$ cat config.mk
export PLATFORM = sky130hd
export DESIGN_NAME = stt_top
export DESIGN_NICKNAME = d
export VERILOG_FILES = /design/src/core/stt_pkg.sv /design/src/core/stt_top.sv /design/src/core/stt_down_count.sv /design/src/core/stt_irq.sv
export VERILOG_INCLUDE_DIRS = /design/src /design/src/core
export SDC_FILE = /design/constraint.sdc
export NUM_CORES = 1
export LEC_CHECK = 0
export ABC_AREA = 1
export BUFFER_PORTS_ARGS = -buffer_cell sky130_fd_sc_hd__clkbuf_2
export CAP_MARGIN = 15
export CORE_MARGIN = 5
export CORE_UTILIZATION = 33
export CTS_CLUSTER_SIZE = 25
export DETAILED_ROUTE_END_ITERATION = 16
export GPL_TIMING_DRIVEN = 1
export MAX_ROUTING_LAYER = met4
export SYNTH_ARGS = -nofsm -noshare
export SYNTH_HDL_FRONTEND = slang
export SYNTH_SLANG_ARGS = --single-unit
$ cat constraint.sdc
create_clock -name sys_clk_i -period 3.5 [get_ports sys_clk_i]
set_input_delay 0 -clock sys_clk_i [delete_from_list [all_inputs] [get_ports sys_clk_i]]
set_output_delay 0 -clock sys_clk_i [all_outputs]
set_load 0.02 [all_outputs]
$ cat src/core/stt_map.svh
// register map and field constants of the system tick timer
`ifndef STT_MAP_SVH
`define STT_MAP_SVH

`define STT_ADDR_W 4
`define STT_OFF_CTRL 4'h0
`define STT_OFF_RELOAD 4'h4
`define STT_OFF_CURRENT 4'h8
`define STT_OFF_IRQ_STAT 4'hC
`define STT_OFF_IRQ_MASK 4'h0
`define STT_BIT_ENABLE 0
`define STT_BIT_TICK_IRQ_EN 1
`define STT_BIT_CLKSEL 2
`define STT_BIT_WRAP 16
`define STT_CNT_W 24
`define STT_CTRL_RESET 32'h0000_0000

`endif

$ cat src/core/stt_pkg.sv
// types of the system tick timer
package stt_pkg;
  typedef enum logic [1:0] {
    STT_IDLE = 2'b01,
    STT_RUN = 2'b10
  } stt_state_t;

  typedef logic [23:0] stt_count_t;
endpackage

$ cat src/core/stt_top.sv
// system tick timer: registers, control, wrap flag and tick event
`timescale 1ns/1ps
`default_nettype none
`include "stt_map.svh"
module stt_top (
  input wire logic sys_clk_i,
  input wire logic rst_n_i,
  input wire logic [3:0] addr_i,
  input wire logic [31:0] wdata_i,
  input wire logic wr_i,
  input wire logic rd_i,
  input wire logic dbg_access_i,
  input wire logic debug_master_kind_i,
  input wire logic core_halted_i,
  output logic [31:0] rdata_o,
  output logic tick_pend_o,
  output logic irq_o
);
  import stt_pkg::*;

  // ------------------------------------------------------------
  // state
  // ------------------------------------------------------------
  typedef struct packed {
    stt_state_t mode;
    logic enable;
    logic tick_irq_enable;
    logic clock_select;
    logic wrap_flag;
    stt_count_t reload;
    logic [31:0] rdata;
    logic tick_pend;
  } stt_st_t;

  stt_st_t st, next_st;
  stt_count_t cnt_value;
  logic cnt_wrap;
  logic cnt_run;
  logic cnt_clear;
  logic stat_rd;
  logic irq_stat;
  logic irq_mask;

  function automatic logic hit(input logic [3:0] a, input logic [3:0] off);
    hit = (a == off);
  endfunction

  // ------------------------------------------------------------
  // counter
  // ------------------------------------------------------------
  // write clears value
  assign cnt_clear = wr_i && hit(addr_i, `STT_OFF_CURRENT);
  assign cnt_run = (st.mode == STT_RUN) && !core_halted_i;

  stt_down_count #(
    .W(`STT_CNT_W)
  ) u_count (
    .sys_clk_i(sys_clk_i),
    .rst_n_i(rst_n_i),
    .run_i(cnt_run),
    .clear_i(cnt_clear),
    .reload_i(st.reload),
    .value_o(cnt_value),
    .wrap_o(cnt_wrap)
  );

  assign stat_rd = rd_i && hit(addr_i, `STT_OFF_IRQ_STAT);

  stt_irq u_irq (
    .sys_clk_i(sys_clk_i),
    .rst_n_i(rst_n_i),
    .event_i(cnt_wrap),
    .mask_wr_i(wr_i && hit(addr_i, `STT_OFF_IRQ_STAT)),
    .mask_din_i(wdata_i[0]),
    .stat_rd_i(stat_rd),
    .stat_o(irq_stat),
    .mask_o(irq_mask),
    .irq_o(irq_o)
  );

  // ------------------------------------------------------------
  // control and register access
  // ------------------------------------------------------------
  always_comb begin
    next_st = st;
    next_st.rdata = 32'h0000_0000;
    next_st.tick_pend = 1'b0;
    if (wr_i && hit(addr_i, `STT_OFF_CTRL)) begin
      next_st.enable = wdata_i[`STT_BIT_ENABLE];
      next_st.tick_irq_enable = wdata_i[`STT_BIT_TICK_IRQ_EN];
      next_st.clock_select = wdata_i[`STT_BIT_CLKSEL];
    end
    if (wr_i && hit(addr_i, `STT_OFF_RELOAD)) begin
      next_st.reload = wdata_i[23:0];
    end
    case (st.mode)
      STT_IDLE: begin
        if (st.enable && st.reload != '0) begin
          next_st.mode = STT_RUN;
        end
      end
      STT_RUN: begin
        if (!st.enable) begin
          next_st.mode = STT_IDLE;
        end else if (cnt_run && cnt_value == '0 && st.reload == '0) begin
          // stop when the count is zero with zero reload
          next_st.mode = STT_IDLE;
        end
      end
      default: begin
        next_st.mode = STT_IDLE;
      end
    endcase
    if (rd_i) begin
      if (hit(addr_i, `STT_OFF_CTRL)) begin
        next_st.rdata[`STT_BIT_WRAP] = st.wrap_flag;
        next_st.rdata[`STT_BIT_CLKSEL] = st.clock_select;
        next_st.rdata[`STT_BIT_TICK_IRQ_EN] = st.tick_irq_enable;
        next_st.rdata[`STT_BIT_ENABLE] = st.enable;
        if (!dbg_access_i || !debug_master_kind_i) begin
          next_st.wrap_flag = 1'b0;
        end
      end else if (hit(addr_i, `STT_OFF_RELOAD)) begin
        next_st.rdata[23:0] = st.reload;
      end else if (hit(addr_i, `STT_OFF_CURRENT)) begin
        next_st.rdata[23:0] = cnt_value;
      end else if (hit(addr_i, `STT_OFF_IRQ_STAT)) begin
        next_st.rdata[0] = irq_stat;
        next_st.rdata[8] = irq_mask;
      end
    end
    if (cnt_clear) begin
      next_st.wrap_flag = 1'b0;
    end
    if (cnt_wrap) begin
      next_st.wrap_flag = 1'b1;
      next_st.tick_pend = st.tick_irq_enable;
    end
  end

  always_ff @(posedge sys_clk_i) begin
    if (!rst_n_i) begin
      st <= '{mode: STT_IDLE, default: '0};
    end else begin
      st <= next_st;
    end
  end

  assign rdata_o = st.rdata;
  assign tick_pend_o = st.tick_pend;
endmodule
`default_nettype wire

$ cat src/core/stt_down_count.sv
// 24-bit down counter with reload and clear
`timescale 1ns/1ps
`default_nettype none
module stt_down_count #(
  parameter int W = 24
) (
  input wire logic sys_clk_i,
  input wire logic rst_n_i,
  input wire logic run_i,
  input wire logic clear_i,
  input wire logic [W-1:0] reload_i,
  output logic [W-1:0] value_o,
  output logic wrap_o
);
  typedef struct packed {
    logic [W-1:0] value;
  } stt_cnt_st_t;

  stt_cnt_st_t st, next_st;

  always_comb begin
    next_st = st;
    if (clear_i) begin
      next_st.value = '0;
    end else if (run_i) begin
      if (st.value == '0) begin
        next_st.value = reload_i;
      end else begin
        next_st.value = st.value - 1'b1;
      end
    end
  end

  always_ff @(posedge sys_clk_i) begin
    if (!rst_n_i) begin
      st <= '0;
    end else begin
      st <= next_st;
    end
  end

  assign value_o = st.value;
  // step from one to zero
  assign wrap_o = run_i && !clear_i && (st.value == W'(1));
endmodule
`default_nettype wire

$ cat src/core/stt_irq.sv
// sticky interrupt status with mask and read clear
`timescale 1ns/1ps
`default_nettype none
module stt_irq (
  input wire logic sys_clk_i,
  input wire logic rst_n_i,
  input wire logic event_i,
  input wire logic mask_wr_i,
  input wire logic mask_din_i,
  input wire logic stat_rd_i,
  output logic stat_o,
  output logic mask_o,
  output logic irq_o
);
  typedef struct packed {
    logic stat;
    logic mask;
  } stt_irq_st_t;

  stt_irq_st_t st, next_st;

  always_comb begin
    next_st = st;
    if (mask_wr_i) begin
      next_st.mask = mask_din_i;
    end
    if (stat_rd_i) begin
      next_st.stat = 1'b0;
    end
    if (event_i) begin
      next_st.stat = 1'b1;
    end
  end

  always_ff @(posedge sys_clk_i) begin
    if (!rst_n_i) begin
      st <= '0;
    end else begin
      st <= next_st;
    end
  end

  assign stat_o = st.stat;
  assign mask_o = st.mask;
  assign irq_o = st.stat & st.mask;
endmodule
`default_nettype wire

# Yosys cells after proc, flatten, opt, wreduce, memory -nomap -nowiden
# Cells that the tools add are included.
# classes
add_sub_neg,1
eq_ne,8
n_mux,21
n_bitwise,3
reduce_logical,30
# ops
op,n
24-bit zero test,2
24-bit two-way mux,2
"24-bit by 1-bit equality test with 1-bit output, second input constant",1
24-bit nonzero test,1
"24-bit by 1-bit subtractor with 24-bit output, second input constant",1
15-bit two-way mux,1
1-bit two-way mux,12
1-bit logical AND,11
3-bit nonzero test,3
"4-bit equality test, second input constant",2
7-bit two-way mux,1
2-bit two-way mux,3
2-bit AND reduction,3
"4-bit by 3-bit equality test with 1-bit output, second input constant",1
1-bit zero test,4
4-bit zero test,1
2-bit one-hot mux with 2 select lines,1
3-bit two-way mux,1
"3-bit by 2-bit inequality test with 1-bit output, second input constant",1
3-bit AND reduction,1
3-bit OR reduction,1
"2-bit by 1-bit equality test with 1-bit output, second input constant",1
"2-bit equality test, second input constant",1
"2-bit inequality test, second input constant",1
other kinds (5),6
# totals
ff_bits,89
inputBits,43
out_inout_bits,34
wordCells,76

# Logic depth before layout (Yosys ltp)
# depth
ltp_word,7
ltp_mapped,10

# By module
# From an unflattened synthesis, not the netlist that was laid out.
# hier_totals
hier_cells,699
area_unflattened_um2,4652.0
# modules_own_cells
module,instances,cells_each,area_per_inst_um2,seq_area_each_um2
stt_top,1,362,2630.0,1101.1
stt_down_count,1,324,1934.4,480.5
stt_irq,1,13,87.6,40.0

# Least setup slack after synthesis
# No wires, ideal clock.
# synth_timing
path_kind,register -> register
from,reg u_count.st (netlist bit u_count.value_o[0])
to,reg u_count.st (netlist bit u_count.value_o[10])
setup_time_ps,120
arrival_ps,1427
t_required_ps,3380
slack_ps,1954
path_stages_with_launch,10
period_less_slack_ps,1546
cell_sequence,dfxtp_1 inv_1 ha_1 nand2_1 nor2_1 nand3_1 nand2_1 nand3_1 nand2_1 a21oi_1
# synth_via
elab_chain_len,2
elab_cells_between_ends,3
cone_classes,1 x add/sub; 1 x mux; 1 x reduce/logical
# synth_lines
item,line,source
start: declaration,stt_down_count.sv:19,"stt_cnt_st_t st, next_st;"
start signal: assignment,stt_down_count.sv:38,st <= next_st;
24-bit by 1-bit subtractor with 24-bit output or 24-bit zero test (tied branches),"stt_down_count.sv:29, stt_down_count.sv:26",
24-bit two-way mux *,stt_down_count.sv:26,if (st.value == '0) begin
# Every way passes the cells marked *; elsewhere a longest branch is shown, timed or not.
# A chain may end at the register's enable or synchronous reset.

# Worst setup path after layout
# Ends and elaborated chain as after synthesis.

==> metrics.md <==
| Metric | Value |
|---|---|
| Status | finished, final reports clean |
| Synth top area cells | dfxtp_1 38%, nand2_1 12%, a21oi_1 8.9% |
| Via/cell ratio | 4.76 |
| Synth top area share | 38.2% |
| Actual slew at the worst max-slew pin | 832 ps |
| Row count | 41 |
| CTS Sinks | 81 |
| Leakage | 2.24 nW |
| Post-synth EDFFs | 0 |
| FF/Latch Area | 1620 um2 |
| Sw Pwr | 0.449 mW |
| Drt initial violations | 293 |
| Slew margin rel. | 44.4% |
| Startpoint Class | register |
| Area of the multi-input gates | 2000 um2 |
| Setup TNS Final | 0 ps |
| DP HPWL | 7.96 mm |
| Global-route wire length before repair | 18.8 mm |
| Sw Ratio | 23.1% |
| Die Width | 123 um |
| Initial antenna violation count | 0 |
| Dpl cells | 821 |
| CP required | 3700 ps |
| Gr usage total | 16.1% |
| Synth Warn # | 0 |
| Largest fanout on the critical path | 37 |
| Flip-flop and latch count after synthesis | 81 |
| Clock slew at reported path FFs | 60 ps |
| Via count | 4126 |
| Average routed wire per standard cell | 12.9 um |
| Setup bufs post-CTS | 0 |
| Slew Limit Fails | 0 |
| Num CTS Buffers | 9 |
| Sequential Power Share | 48.1% |
| Number of global-route vias before repair | 3839 |
| Ys flop type | dfxtp_1 |
| Hold Vio Cnt, Final | 0 |
| Final Cell Area | 5030 um2 |
| Drt first pass iters | 5 |
| Core ar. | 12600 um2 |
| Crit end category | register |
| H-tree depth | 3 |
| Layout area overhead | 18.6% |
| Detail Route Antenna Nets | 0 |
| Setup-failing EPs final | 0 |
| PostCTS Resize Cnt | 0 |
| CTS tree | yes |
| CTS Hold Bufs | 29 |
| Pint | 1.50 mW |
| Fillers | 1359 |
| CTS max path bufs | 2 |
| Antenna Cells | 0 |
| PnR worst setup slack | 1310 ps |
| Final wirelength | 11.2 mm |
| Tmin final | 2190 ps |
| Post-DP Area | 4460 um2 |
| Final #Nets | 735 |
| RSZ-0062 raised after global routing | false |
| P per Cell Area | 386 nW/um2 |
| Initial Utilization | 33.6% |
| Synth Cell Area | 4240 um2 |
| Share of cells above drive strength 1 | 13.5% |
| Grt ovf | 0 |
| I/O pins | 77 |
| Pin count of the biggest net entering global routing | 38 |
| Sequential share of the synthesized area | 38.2% |
| Number of port buffers | 60 |
| Synth unique cells | 29 |
| Clock share of power | 45.9% |
| DRC | 0 |
| Critical Path AT | 2390 ps |
| Max-Cap Viols | 0 |
| Full die area | 15200 um2 |
| Height of the die | 123 um |
| Critical path class | reg2reg |
| Max Clk Rate | 457 MHz |
| Tcrit/Tclk final | 62.6% |
| Clock Skews | 6.60 ps |
| Clk_lat worst skew | 340 ps |
| Peak VDD IR | 0.241 mV |
| Post-Syn Instances | 633 |
| Final Instance Count excl. Fillers | 866 |
| Synthesized area per cell | 6.70 um2 |
| Synth area leader | dfxtp_1 |
| Pre-CTS setup slack | 1350 ps |
| Routability cong. | 0.881 |
| Comb power frac | 6.0% |
| Worst hold path class | in2reg |
| Synth async-reset ratio | 0% |
| CTS root buf | clkbuf_16 |
## power groups by stage
stage / logic, mW / registers (mW) / clock network (mW)
floorplan: 0.0618 / 0.953 / 0
global placement: 0.0914 / 0.955 / 0
detailed placement: 0.0929 / 0.955 / 0
CTS: 0.117 / 0.934 / 0.913
global route: 0.132 / 0.935 / 0.949
finish: 0.117 / 0.934 / 0.893
## cell usage after synthesis, drive strengths merged (2+ instances only)
cell type	n
clkbuf	11
buf	46
ha	3
xnor2	2
nand3b	5
nand3	61
nor2	69
o22ai	5
a21oi	75
nand4	16
nand2	139
o21ai	39
inv	73
dfxtp	81
## cell usage in the layout (no fill, tap or decap), drive strengths merged
cell type | synthesis | routed
o31ai | 1 | 1
nor4 | 1 | 1
a21boi | 1 | 1
xnor2 | 2 | 2
nor3 | 1 | 1
nand4 | 16 | 16
buf | 46 | 6
clkinvlp | 0 | 2
dlygate4sd3 | 0 | 29
conb | 1 | 8
o22ai | 5 | 5
clkbuf | 11 | 71
a21oi | 75 | 75
nand3 | 61 | 61
nand3b | 5 | 5
clkinv | 1 | 4
nand2 | 139 | 139
nor2 | 69 | 69
ha | 3 | 3
inv | 73 | 73
or2 | 1 | 1
o21ai | 39 | 39
o211ai | 1 | 1
dfxtp | 81 | 81
## flip-flops by register name (all words and copies together), names as in the netlist
register,cells
st,30
rdata_o,24
u_count.value_o,24
tick_pend_o,1
u_irq.mask_o,1
u_irq.stat_o,1
## per-stage QoR
stage          hold slack, ps  power, mW  utilization (%)
3_3_place_gp              278       1.05             35.3
3_5_place_dp              284       1.05             35.3
4_1_cts                  41.3       1.96             39.9
2_1_floorplan             139       1.01                -
6_report                 50.6       1.94             39.9
5_1_grt                  79.4       2.02             39.9
## layer usage
metal / wire length, um / track usage (%) / vias to the layer above / share of wire, %
li1: - / - / 2121 / -
met1: 5230 / 20.7 / 1888 / 47
met2: 5260 / 25.1 / 105 / 47
met3: 510 / 2.42 / 12 / 4.6
met4: 200 / 6.99 / 0 / 1.8
met5: 0 / - / - / 0
## critical path, cell delays in order, from the launching register on
cell and delay [ps]:
dfxtp_1 340, inv_1 240, ha_1 200, nand2_1 80
nor2_4 380, nand3_4 420, nor2_1 210, nor2_1 60
nand2_1 70, a21oi_1 50
## kinds of logic (layout without fill, tap and decap cells)
kind of cell             count (synthesis)  in the layout  synth area share, %
other                                    1              8               0.0884
adder cells (fa/ha/maj)                  3              3                0.885
AO/OA/AOI/OAI                          122            122                 14.7
flip-flops                              81             81                 38.2
XOR/XNOR                                 2              2                0.413
AND/OR/NAND/NOR                        293            293                 30.4
buffers and inverters                  131            185                 15.3
## worst paths after layout
| kind | from | to | cells after the start | slack, ps |
|---|---|---|---|---|
| worst min-delay path | debug_master_kind_i | st[57] | 5 | 50 |
| worst max-delay path | u_count.value_o[0] | u_count.value_o[10] | 9 | 1310 |
| worst max register to register | u_count.value_o[0] | u_count.value_o[10] | 9 | 1310 |
| worst min register to register | st[36] | rdata_o[3] | 2 | 460 |
## layout make-up
type                    count  area share [%]
multi-input cells         428            39.7
clock inverters             5           0.597
repair buffers             95            12.6
well taps                 172            4.28
clock buffers              11            5.02
flip-flops and latches     81            32.2
inverters                  74            5.52
No activity file was read; power rests on OpenSTA's default activity.
